**src/pcpl_pkg.sv**
```systemverilog
// constants and types shared by the control-pin logic
package pcpl_pkg;

  // ************************************************************
  // clock and time base
  // ************************************************************
  localparam int unsigned CLK_PERIOD_NS = 10;
  localparam int unsigned MS_TIME_NS    = 1000000;
  localparam int unsigned MS_CYCLES_DEF = MS_TIME_NS / CLK_PERIOD_NS;
  localparam int unsigned SLOT_TIME_NS  = 10000;
  localparam int unsigned SLOT_CYCLES   = SLOT_TIME_NS / CLK_PERIOD_NS;
  localparam int unsigned DISCH_TIME_NS = 30000;
  localparam int unsigned DISCH_CYCLES  = DISCH_TIME_NS / CLK_PERIOD_NS;
  localparam int unsigned TEST_TIME_NS  = 100000;
  localparam int unsigned TEST_CYCLES_DEF = TEST_TIME_NS / CLK_PERIOD_NS;

  // ************************************************************
  // debounce and hold times in milliseconds
  // ************************************************************
  localparam logic [9:0]  DBNC_32_MS   = 10'd32;
  localparam logic [9:0]  DBNC_125_MS  = 10'd125;
  localparam logic [9:0]  DBNC_750_MS  = 10'd750;
  localparam logic [14:0] HOLD1_MS     = 15'd1000;
  localparam logic [14:0] HOLD2_MS     = 15'd2000;
  localparam logic [14:0] HOLD3_MS     = 15'd3000;
  localparam logic [14:0] HOLD4_MS     = 15'd4000;
  localparam logic [14:0] HOLD8_MS     = 15'd8000;
  localparam logic [14:0] LONG_2S_MS   = 15'd2000;
  localparam logic [14:0] LONG_4S_MS   = 15'd4000;
  localparam logic [14:0] LONG_8S_MS   = 15'd8000;
  localparam logic [14:0] LONG_16S_MS  = 15'd16000;
  localparam logic [14:0] HOLD_MAX_MS  = 15'h7fff;

  // ************************************************************
  // register map
  // ************************************************************
  localparam logic [7:0] ADDR_CTRL   = 8'h00;
  localparam logic [7:0] ADDR_LATCH  = 8'h01;
  localparam logic [7:0] ADDR_MASK   = 8'h02;
  localparam logic [7:0] ADDR_STATUS = 8'h03;

  // control register fields
  localparam int unsigned CTRL_RST_EN  = 0;
  localparam int unsigned CTRL_DLY_LO  = 1;
  localparam int unsigned CTRL_DBNC_LO = 3;
  localparam int unsigned CTRL_SB_INV  = 5;
  localparam int unsigned CTRL_TEST    = 6;

  // latch and mask bit positions
  localparam int unsigned INT_PRESS   = 0;
  localparam int unsigned INT_RELEASE = 1;
  localparam int unsigned INT_HOLD1   = 2;
  localparam int unsigned INT_HOLD2   = 3;
  localparam int unsigned INT_HOLD3   = 4;
  localparam int unsigned INT_HOLD4   = 5;
  localparam int unsigned INT_HOLD8   = 6;
  localparam int unsigned INT_W       = 7;

  // status register fields
  localparam int unsigned STAT_LEVEL   = 0;
  localparam int unsigned STAT_STANDBY = 1;
  localparam int unsigned STAT_MODE    = 2;
  localparam int unsigned STAT_ON      = 3;
  localparam int unsigned STAT_HRST    = 4;

  // reset values
  localparam logic [6:0] MASK_RST    = 7'h00;
  localparam logic       SB_INV_RST  = 1'b0;
  localparam logic       RST_EN_RST  = 1'b0;

  // ************************************************************
  // system power states
  // ************************************************************
  typedef enum logic [4:0] {
    PCPL_OFF   = 5'b00001,
    PCPL_PWRUP = 5'b00010,
    PCPL_ON    = 5'b00100,
    PCPL_PWRDN = 5'b01000,
    PCPL_DISCH = 5'b10000
  } pcpl_state_t;

endpackage

```
**src/pcpl_top.sv**
```systemverilog
// control-pin logic: power button, standby input, host reset and interrupt pins
`timescale 1ns/1ns
`default_nettype none

module pcpl_top #(
  parameter int unsigned MS_CYCLES   = pcpl_pkg::MS_CYCLES_DEF,
  parameter int unsigned TEST_CYCLES = pcpl_pkg::TEST_CYCLES_DEF
) (
  input  wire logic       clk_i,
  input  wire logic       sys_rst_i,
  input  wire logic       power_button_input_i,
  input  wire logic       standby_input_i,
  input  wire logic       button_mode_default_i,
  input  wire logic [1:0] button_debounce_default_i,
  input  wire logic [1:0] long_press_delay_default_i,
  input  wire logic [7:0] host_reset_release_slot_i,
  input  wire logic [7:0] addr_i,
  input  wire logic [7:0] wdata_i,
  input  wire logic       wr_i,
  input  wire logic       rd_i,
  output logic      [7:0] rdata_o,
  output logic            host_reset_out_n_o,
  output logic            host_reset_oe_o,
  output logic            irq_out_n_o,
  output logic            irq_oe_o,
  output logic            standby_mode_o,
  output logic            system_on_o
);

  // ************************************************************
  // state record
  // ************************************************************
  typedef struct packed {
    logic                  pin_s1;
    logic                  pin_s2;
    logic                  sb_s1;
    logic                  sb_s2;
    logic                  db;
    logic [9:0]            db_ms;
    logic [16:0]           db_pre;
    logic [16:0]           hold_pre;
    logic [14:0]           hold_ms;
    logic [6:0]            lat;
    logic [6:0]            mask;
    logic                  mode;
    logic                  rst_en;
    logic [1:0]            dly_sel;
    logic [1:0]            dbnc_sel;
    logic                  sb_inv;
    logic                  test_on;
    logic [13:0]           test_cnt;
    pcpl_pkg::pcpl_state_t state;
    logic [9:0]            slot_pre;
    logic [7:0]            slot;
    logic [11:0]           disch_cnt;
    logic                  reboot;
    logic                  host_rst_n;
    logic                  irq_n;
    logic                  standby;
    logic [7:0]            rdata;
  } pcpl_regs_t;

  pcpl_regs_t s;
  pcpl_regs_t next_s;

  // ************************************************************
  // helpers
  // ************************************************************
  // debounce time for the given select and edge direction
  function automatic logic [9:0] pcpl_dbnc_ms(input logic [1:0] sel, input logic falling);
    logic [9:0] t;
    t = pcpl_pkg::DBNC_32_MS;
    if (falling) begin
      case (sel)
        2'h2:    t = pcpl_pkg::DBNC_125_MS;
        2'h3:    t = pcpl_pkg::DBNC_750_MS;
        default: t = pcpl_pkg::DBNC_32_MS;
      endcase
    end
    return t;
  endfunction

  // long press delay for the given select
  function automatic logic [14:0] pcpl_long_ms(input logic [1:0] sel);
    logic [14:0] t;
    case (sel)
      2'h0:    t = pcpl_pkg::LONG_2S_MS;
      2'h1:    t = pcpl_pkg::LONG_4S_MS;
      2'h2:    t = pcpl_pkg::LONG_8S_MS;
      default: t = pcpl_pkg::LONG_16S_MS;
    endcase
    return t;
  endfunction

  // ************************************************************
  // next-state logic
  // ************************************************************
  logic       db_tick;
  logic       hold_tick;
  logic       slot_tick;
  logic       press_ev;
  logic       release_ev;
  logic       long_ev;
  logic [6:0] set_v;
  logic [6:0] clr_v;
  logic [9:0] dbnc_thr;

  always_comb begin
    next_s     = s;
    set_v      = '0;
    clr_v      = '0;
    press_ev   = 1'b0;
    release_ev = 1'b0;
    long_ev    = 1'b0;

    // two-stage input synchronisers
    next_s.pin_s1 = power_button_input_i;
    next_s.pin_s2 = s.pin_s1;
    next_s.sb_s1  = standby_input_i;
    next_s.sb_s2  = s.sb_s1;

    // debounce: count ms while the input differs, restart on bounce back
    db_tick  = (s.db_pre == 17'(MS_CYCLES - 1));
    dbnc_thr = pcpl_dbnc_ms(s.dbnc_sel, s.db);
    if (s.pin_s2 == s.db) begin
      next_s.db_ms  = '0;
      next_s.db_pre = '0;
    end else if (db_tick) begin
      next_s.db_pre = '0;
      if (s.db_ms + 10'h001 >= dbnc_thr) begin
        next_s.db    = s.pin_s2;
        next_s.db_ms = '0;
        press_ev     = s.db;
        release_ev   = !s.db;
      end else begin
        next_s.db_ms = s.db_ms + 10'h001;
      end
    end else begin
      next_s.db_pre = s.db_pre + 17'h00001;
    end

    // hold timer: prescaled ms count while pressed, cleared on release
    hold_tick = (s.hold_pre == 17'(MS_CYCLES - 1));
    if (s.db) begin
      next_s.hold_pre = '0;
      next_s.hold_ms  = '0;
    end else if (hold_tick) begin
      next_s.hold_pre = '0;
      if (s.hold_ms != pcpl_pkg::HOLD_MAX_MS) begin
        next_s.hold_ms = s.hold_ms + 15'h0001;
      end
    end else begin
      next_s.hold_pre = s.hold_pre + 17'h00001;
    end

    // hold thresholds fire once on the ms they are crossed
    if (!s.db && hold_tick) begin
      set_v[pcpl_pkg::INT_HOLD1] = (next_s.hold_ms == pcpl_pkg::HOLD1_MS);
      set_v[pcpl_pkg::INT_HOLD2] = (next_s.hold_ms == pcpl_pkg::HOLD2_MS);
      set_v[pcpl_pkg::INT_HOLD3] = (next_s.hold_ms == pcpl_pkg::HOLD3_MS);
      set_v[pcpl_pkg::INT_HOLD4] = (next_s.hold_ms == pcpl_pkg::HOLD4_MS);
      set_v[pcpl_pkg::INT_HOLD8] = (next_s.hold_ms == pcpl_pkg::HOLD8_MS);
      long_ev = (next_s.hold_ms == pcpl_long_ms(s.dly_sel));
    end

    // press and release latches only while the system is on
    if (s.state == pcpl_pkg::PCPL_ON) begin
      set_v[pcpl_pkg::INT_PRESS]   = press_ev;
      set_v[pcpl_pkg::INT_RELEASE] = release_ev;
    end

    // register writes
    if (wr_i) begin
      case (addr_i)
        pcpl_pkg::ADDR_CTRL: begin
          next_s.rst_en   = wdata_i[pcpl_pkg::CTRL_RST_EN];
          next_s.dly_sel  = wdata_i[pcpl_pkg::CTRL_DLY_LO +: 2];
          next_s.dbnc_sel = wdata_i[pcpl_pkg::CTRL_DBNC_LO +: 2];
          next_s.sb_inv   = wdata_i[pcpl_pkg::CTRL_SB_INV];
          if (wdata_i[pcpl_pkg::CTRL_TEST] && !s.test_on) begin
            next_s.test_on  = 1'b1;
            next_s.test_cnt = '0;
          end
        end
        pcpl_pkg::ADDR_LATCH: clr_v       = wdata_i[6:0];
        pcpl_pkg::ADDR_MASK:  next_s.mask = wdata_i[6:0];
        default: ;
      endcase
    end

    // latches: set wins over a clear in the same cycle
    next_s.lat = (s.lat & ~clr_v) | set_v;

    // self-test pulse timer
    if (s.test_on) begin
      if (s.test_cnt == 14'(TEST_CYCLES - 1)) begin
        next_s.test_on  = 1'b0;
        next_s.test_cnt = '0;
      end else begin
        next_s.test_cnt = s.test_cnt + 14'h0001;
      end
    end

    // sequence slot time base, runs only while sequencing
    slot_tick = (s.slot_pre == 10'(pcpl_pkg::SLOT_CYCLES - 1));
    if (s.state == pcpl_pkg::PCPL_PWRUP || s.state == pcpl_pkg::PCPL_PWRDN) begin
      next_s.slot_pre = slot_tick ? 10'h000 : s.slot_pre + 10'h001;
    end else begin
      next_s.slot_pre = '0;
    end

    // power state machine
    case (s.state)
      pcpl_pkg::PCPL_OFF: begin
        next_s.host_rst_n = 1'b0;
        if (s.mode ? press_ev : s.db) begin
          next_s.state = pcpl_pkg::PCPL_PWRUP;
          next_s.slot  = '0;
        end
      end
      pcpl_pkg::PCPL_PWRUP: begin
        if (slot_tick) begin
          if (s.slot == host_reset_release_slot_i) begin
            next_s.host_rst_n = 1'b1;
          end
          if (s.slot == 8'hff) begin
            next_s.host_rst_n = 1'b1;
            next_s.state      = pcpl_pkg::PCPL_ON;
          end else begin
            next_s.slot = s.slot + 8'h01;
          end
        end
      end
      pcpl_pkg::PCPL_ON: begin
        next_s.host_rst_n = 1'b1;
        if (!s.mode && !s.db) begin
          next_s.state  = pcpl_pkg::PCPL_PWRDN;
          next_s.slot   = '0;
          next_s.reboot = 1'b0;
        end else if (s.mode && long_ev) begin
          next_s.state  = pcpl_pkg::PCPL_PWRDN;
          next_s.slot   = '0;
          next_s.reboot = s.rst_en;
        end
      end
      pcpl_pkg::PCPL_PWRDN: begin
        if (slot_tick) begin
          if (s.slot == ~host_reset_release_slot_i) begin
            next_s.host_rst_n = 1'b0;
          end
          if (s.slot == 8'hff) begin
            next_s.host_rst_n = 1'b0;
            next_s.disch_cnt  = '0;
            next_s.state      = s.reboot ? pcpl_pkg::PCPL_DISCH : pcpl_pkg::PCPL_OFF;
          end else begin
            next_s.slot = s.slot + 8'h01;
          end
        end
      end
      pcpl_pkg::PCPL_DISCH: begin
        next_s.host_rst_n = 1'b0;
        if (s.disch_cnt == 12'(pcpl_pkg::DISCH_CYCLES - 1)) begin
          // discharge done: reload defaults and power back up
          next_s.state    = pcpl_pkg::PCPL_PWRUP;
          next_s.slot     = '0;
          next_s.reboot   = 1'b0;
          next_s.dbnc_sel = button_debounce_default_i;
          next_s.dly_sel  = long_press_delay_default_i;
          next_s.rst_en   = pcpl_pkg::RST_EN_RST;
          next_s.sb_inv   = pcpl_pkg::SB_INV_RST;
          next_s.mask     = pcpl_pkg::MASK_RST;
        end else begin
          next_s.disch_cnt = s.disch_cnt + 12'h001;
        end
      end
      default: begin
        next_s.state      = pcpl_pkg::PCPL_OFF;
        next_s.host_rst_n = 1'b0;
      end
    endcase

    // standby only honoured while on
    next_s.standby = (s.state == pcpl_pkg::PCPL_ON) && (s.sb_s2 ^ s.sb_inv);

    // interrupt pin: any unmasked latch or the test pulse pulls it low
    next_s.irq_n = !((|(next_s.lat & ~next_s.mask)) || next_s.test_on);

    // read data, valid the cycle after the strobe
    next_s.rdata = '0;
    if (rd_i) begin
      case (addr_i)
        pcpl_pkg::ADDR_CTRL: begin
          next_s.rdata[pcpl_pkg::CTRL_RST_EN]        = s.rst_en;
          next_s.rdata[pcpl_pkg::CTRL_DLY_LO +: 2]   = s.dly_sel;
          next_s.rdata[pcpl_pkg::CTRL_DBNC_LO +: 2]  = s.dbnc_sel;
          next_s.rdata[pcpl_pkg::CTRL_SB_INV]        = s.sb_inv;
          next_s.rdata[pcpl_pkg::CTRL_TEST]          = s.test_on;
        end
        pcpl_pkg::ADDR_LATCH: next_s.rdata[6:0] = s.lat;
        pcpl_pkg::ADDR_MASK:  next_s.rdata[6:0] = s.mask;
        pcpl_pkg::ADDR_STATUS: begin
          next_s.rdata[pcpl_pkg::STAT_LEVEL]   = s.pin_s2;
          next_s.rdata[pcpl_pkg::STAT_STANDBY] = s.standby;
          next_s.rdata[pcpl_pkg::STAT_MODE]    = s.mode;
          next_s.rdata[pcpl_pkg::STAT_ON]      = (s.state == pcpl_pkg::PCPL_ON);
          next_s.rdata[pcpl_pkg::STAT_HRST]    = s.host_rst_n;
        end
        default: next_s.rdata = '0;
      endcase
    end
  end

  // ************************************************************
  // state register
  // ************************************************************
  always_ff @(posedge clk_i) begin
    if (sys_rst_i) begin
      s          <= '0;
      s.pin_s1   <= 1'b1;
      s.pin_s2   <= 1'b1;
      s.db       <= 1'b1;
      s.mode     <= button_mode_default_i;
      s.dbnc_sel <= button_debounce_default_i;
      s.dly_sel  <= long_press_delay_default_i;
      s.rst_en   <= pcpl_pkg::RST_EN_RST;
      s.sb_inv   <= pcpl_pkg::SB_INV_RST;
      s.mask     <= pcpl_pkg::MASK_RST;
      s.state    <= pcpl_pkg::PCPL_OFF;
      s.irq_n    <= 1'b1;
    end else begin
      s <= next_s;
    end
  end

  // outputs straight from flops, system_on_o decoded from the state; open-drain enables mirror low drive
  assign rdata_o            = s.rdata;
  assign host_reset_out_n_o = s.host_rst_n;
  assign host_reset_oe_o    = !s.host_rst_n;
  assign irq_out_n_o        = s.irq_n;
  assign irq_oe_o           = !s.irq_n;
  assign standby_mode_o     = s.standby;
  assign system_on_o        = (s.state == pcpl_pkg::PCPL_ON);

endmodule

`default_nettype wire

```
**config.mk**
```make
export PLATFORM = sky130hd
export DESIGN_NAME = pcpl_top
export DESIGN_NICKNAME = d
export VERILOG_FILES = /design/src/pcpl_pkg.sv /design/src/pcpl_top.sv
export SDC_FILE = /design/constraint.sdc
export NUM_CORES = 1
export LEC_CHECK = 0
export ABC_AREA = 1
export ABC_CLOCK_PERIOD_IN_PS = 3500
export BUFFER_PORTS_ARGS = -buffer_cell sky130_fd_sc_hd__clkbuf_2
export CAP_MARGIN = 10
export CORE_ASPECT_RATIO = 0.5
export CORE_MARGIN = 5
export CORE_UTILIZATION = 31
export CTS_CLUSTER_SIZE = 16
export DETAILED_ROUTE_END_ITERATION = 8
export PLACE_DENSITY_LB_ADDON = 0.08
export SLEW_MARGIN = 20
export SYNTH_ARGS = -nofsm -noshare
export SYNTH_HDL_FRONTEND = slang
export SYNTH_SLANG_ARGS = --single-unit
```
**constraint.sdc**
```tcl
create_clock -name clk_i -period 3.5 [get_ports clk_i]
set_clock_uncertainty 0.05 [all_clocks]
set_input_delay 0.35 -clock clk_i [delete_from_list [all_inputs] [get_ports clk_i]]
set_output_delay 0.35 -clock clk_i [all_outputs]
set_load 0.1 [all_outputs]
```
==> results by group <==
Route
  • WL per Instance: about 13 um
  • Routed wire length: 22300 um
  • Number of detailed-route iterations in the first pass: 5
  • Via density per instance: 4.70
  • Drt drc: 0
  • Total via count after detailed routing: 7826
  • Post-detailed-route count of antenna-violating nets: 0
  • 1st-iter DRT viols: 472

Critical path
  • Biggest fanout along the worst timing path: 15
  • CP Launch Type: flip-flop
  • Type of destination of the critical path: flip-flop
  • Arrival time at the worst endpoint: between 3 and 4 ns
  • Flop-to-flop setup slack: around 0.5 ns
  • Crit-path max cell delay: around 0.46 ns
  • Endpoint required time on the critical path: approximately 3.8 ns
  • Type of the worst setup path: flip-flop to flip-flop
  • Reg2Reg Capture Point: s[25]$_SDFFE_PP0P_
  • Reg2Reg Depth: 21
  • Worst reg2reg path startpoint: s[132]$_SDFFE_PP0N_
  • Most repeated library cell on the critical path: sky130_fd_sc_hd__nand2_1
  • Critical-path top delay cell: sky130_fd_sc_hd__dfxtp_1
  • Chain of cells forming the critical path: ha_1 -> nand3_1 -> nor2_1 -> inv_1 -> o21ai_0 -> inv_1 -> ha_1 -> nand2_1 -> nor2_1 -> nand2_1 -> nand3_1 -> nand2_1 -> nand2_1 -> nand3_1 -> nand2_1 -> nand2_1 -> nor2_2 -> buf_4 -> nand3_1 -> nand2_1 -> nor2_1

STA
  • Unrepaired setup endpoints after global routing: no
  • Setup WS post-layout: a little under 0.5 ns
  • Slew @ Worst Pin: 0.870 ns
  • Count of final max-slew check failures: 0
  • Min Clock Period, post-route: 3.01 ns
  • Final setup violation count: 0
  • Max frequency: 0.332 GHz
  • Final sum of negative setup slack: 0 ns
  • Share of the clock period used by the worst path: 86.1%
  • Final hold vios: 0
  • Hold Worst Slack: 0.0353 ns
  • Slew margin rel.: 41.9%

Yosys
  • Syn_area_per_cell: 6.65 sq um
  • Share of the synthesized area in the top cell type: 34.9%
  • Distinct cell type count of the synthesized netlist: 53
  • Fraction of the mapped netlist area in compound gates: 11.2%
  • Cell type with the largest total area after synthesis: sky130_fd_sc_hd__dfxtp_1
  • Count of yosys warnings during synthesis: 0
  • Simple-gate share of the synthesized area: 37.4%
  • Post-synthesis register bit count: 146
  • Ys flop type: sky130_fd_sc_hd__dfxtp_1
  • Post-Syn Area: 8310 sq um
  • Post-synthesis instance total: ~1300
  • Sequential element share of the synthesized area: 35.3%
  • Top cells by area in the synthesized netlist: sky130_fd_sc_hd__dfxtp_1 35%, sky130_fd_sc_hd__nand2_1 12%, sky130_fd_sc_hd__nor2_1 8.3%
  • Net Count, Synth: between 1000 and 1500
  • Number of flops mapped to enable cells by yosys: 1
  • Multiplexer area fraction after synthesis: less than 1%
  • Dominant combinational cell family by area after synthesis: simple AND/OR/NAND/NOR gates
  • Proportion of synthesized flip-flops having asynchronous set or reset: 0%
  • Post-Synth XOR/XNOR Area: 3.16%
  • Post-Synth Adder-Cell Area: under 10%

Floorplanning
  • Die Area: 30400 sq um
  • Width of the chip: 242 um
  • Number of cell rows: 42
  • Vertical extent of the die: 126 um
  • I/O pin count: 49
  • Initial standard-cell utilization of the core: 31.4%
  • Core Box Area: 26400 sq um

Global routing
  • Initial antenna violation count: 0
  • Total GRT Usage: 14.9%
  • Total overflow reported by the global router: 0
  • First-pass GRT wire length: 37000 um
  • Maximum number of pins on one net before global-route repair: 28
  • Vias in the first global route: about 7400

Power and ir drop
  • Largest vdd supply drop: 0.350 mV
  • Total power: ~4.8 mW
  • Lkg Pwr: between 3 and 4 nW
  • Pwr/cell area: ~500 nW/um^2

Clock tree
  • Worst-path clk slew: 0.06 ns
  • Max Root-Sink Buffers: 2
  • CTS sink cnt: around 150
  • CTS H-tree lvls: 4
  • Clock insertion delay at the later pin of the skew report: approximately 0.45 ns
  • CTS tree: yes
  • Number of buffers created by CTS: 17
  • Number of gates resized after CTS: 0
  • Root Buffer Master: sky130_fd_sc_hd__clkbuf_16
  • Cts hold-fix bufs: 0
  • Post-CTS repair timing setup buffer count: 0

Place
  • Port Buffer Count: 46
  • Detailed Place HPWL: 16700 um
  • Worst slack at placement: 0.501 ns
  • Gpl congestion: 0.837

Min path
  • Worst min-delay path category: primary input to flip-flop
  • Number of cells on the worst hold path: 1
  • Hold Crit Start: button_mode_default_i
  • Worst hold endpoint: next_s[68]$_DFFE_PP_

Run status
  • Status: complete, no violations

Final layout
  • Share of the core filled with cells: about 36%
  • Layout cell share with drive strength beyond 1: 11.9%
  • Area added between synthesis and finish: 15.0%
  • Inserted Diodes: 0
  • Final nets: 1350

Job
  • Max-capacitance violation count: 0
[state kept, by name, indices dropped and copies added, names as in the netlist]
register and flops:
next_s 3, standby_mode_o 1, host_reset_out_n_o 1, irq_out_n_o 1, rdata_o 7, s 133
[stage by stage]
stage | cell area (sq um) | instances
2_1_floorplan | 8320 | 1250
3_3_place_gp | 8910 | 1632
3_5_place_dp | 8910 | 1632
4_1_cts | 9560 | 1664
5_1_grt | 9560 | 1664
6_report | 9560 | 1664
[critical path, delay by kind of cell, from the launching register on]
| kind | cells | cell delay [ns] |
|---|---|---|
| buffers and inverters | 3 | 0.38 |
| adder cells (fa/ha/maj) | 2 | 0.50 |
| flip-flops | 1 | 0.46 |
| AND/OR/NAND/NOR | 15 | 1.29 |
| AO/OA/AOI/OAI | 1 | 0.21 |
[synthesized netlist by cell type, types with 9 or more instances]
cell                       count
sky130_fd_sc_hd__inv_1       171
sky130_fd_sc_hd__buf_4        10
sky130_fd_sc_hd__nand3_2       9
sky130_fd_sc_hd__xor2_1       21
sky130_fd_sc_hd__nand2_1     267
sky130_fd_sc_hd__nand4_1      24
sky130_fd_sc_hd__nor2_2       10
sky130_fd_sc_hd__nor3_1       30
sky130_fd_sc_hd__clkbuf_1     10
sky130_fd_sc_hd__a21oi_1      66
sky130_fd_sc_hd__nand3_1      95
sky130_fd_sc_hd__nor2_1      183
sky130_fd_sc_hd__nand2_2      10
sky130_fd_sc_hd__xnor2_1       9
sky130_fd_sc_hd__nor4_1       11
sky130_fd_sc_hd__o21ai_0      55
sky130_fd_sc_hd__dfxtp_1     145
sky130_fd_sc_hd__or2_2        12
sky130_fd_sc_hd__ha_1         16
[cells by family (layout without fill, tap and decap cells)]
kind of cell,after synthesis,in the layout
and+or+nand+nor,679,679
buffers and inverters,213,275
AOI/OAI and AO/OA,164,164
DFF,146,146
xor gates and xnor gates,30,30
adders and majority gates,16,16
other,1,1
muxes,1,1
[per-layer routing]
layer  vias up  part of all wire (%)  track usage, %
li1       4143                     -               -
met1      3516                    50            19.6
met2       136                    44            23.8
met3        31                   3.8            4.00
met4         0                   2.1            5.16
met5         -                     0               0
[cell usage in the layout (no fill, tap or decap), types with 3 or more instances in the layout]
master,instances
sky130_fd_sc_hd__a21oi_1,66
sky130_fd_sc_hd__nand2_1,267
sky130_fd_sc_hd__inv_1,171
sky130_fd_sc_hd__o21ai_0,55
sky130_fd_sc_hd__inv_2,8
sky130_fd_sc_hd__xor2_1,21
sky130_fd_sc_hd__nor3_1,30
sky130_fd_sc_hd__nand2_2,10
sky130_fd_sc_hd__xnor2_1,9
sky130_fd_sc_hd__nor3b_1,7
sky130_fd_sc_hd__dfxtp_1,145
sky130_fd_sc_hd__and3_1,3
sky130_fd_sc_hd__nor2_2,10
sky130_fd_sc_hd__or2_2,12
sky130_fd_sc_hd__nor2_1,183
sky130_fd_sc_hd__nand3_1,95
sky130_fd_sc_hd__o21bai_1,3
sky130_fd_sc_hd__clkbuf_16,18
sky130_fd_sc_hd__o22ai_1,8
sky130_fd_sc_hd__a31oi_1,8
sky130_fd_sc_hd__buf_4,13
sky130_fd_sc_hd__nand3_2,9
sky130_fd_sc_hd__nor2_4,5
sky130_fd_sc_hd__ha_1,16
sky130_fd_sc_hd__clkinv_2,4
sky130_fd_sc_hd__clkinv_1,4
sky130_fd_sc_hd__nand2_4,4
sky130_fd_sc_hd__clkbuf_2,46
sky130_fd_sc_hd__nand4_1,24
sky130_fd_sc_hd__o21a_1,5
sky130_fd_sc_hd__bufinv_16,4
sky130_fd_sc_hd__a221oi_1,7
sky130_fd_sc_hd__nor4_1,11
[cell type report]
cell class,count,area [sq um]
Multi-Input combinational cell,891,4520
Sequential cell,146,2930
Inverter,184,692
Clock buffer,20,468
Fill cell,2837,16900
Timing Repair Buffer,59,328
Tap cell,352,440
Clock inverter,12,176
[how the worst max path moves through the flow]
stage | start | to | slack (ns)
4_1_cts | s[132]$_SDFFE_PP0N_ | s[25]$_SDFFE_PP0P_ | 0.47
5_1_grt | s[132]$_SDFFE_PP0N_ | s[27]$_SDFFE_PP0P_ | 0.11
6_report | s[132]$_SDFFE_PP0N_ | s[25]$_SDFFE_PP0P_ | 0.49
2_1_floorplan | s[42]$_SDFFE_PP1P_ | s[29]$_SDFFE_PP0P_ | 0.64
3_3_place_gp | s[132]$_SDFFE_PP0N_ | s[24]$_SDFFE_PP0P_ | 0.53
3_5_place_dp | s[132]$_SDFFE_PP0N_ | s[25]$_SDFFE_PP0P_ | 0.50
[power breakdown]
part           leakage [nW]  total [mW]  switching, mW  internal [mW]
sequential             1.18        1.83         0.0915           1.74
combinational          2.46       0.899          0.575          0.324
clock                 0.312        2.03          0.774           1.26
(Power assumes the default switching activity.)
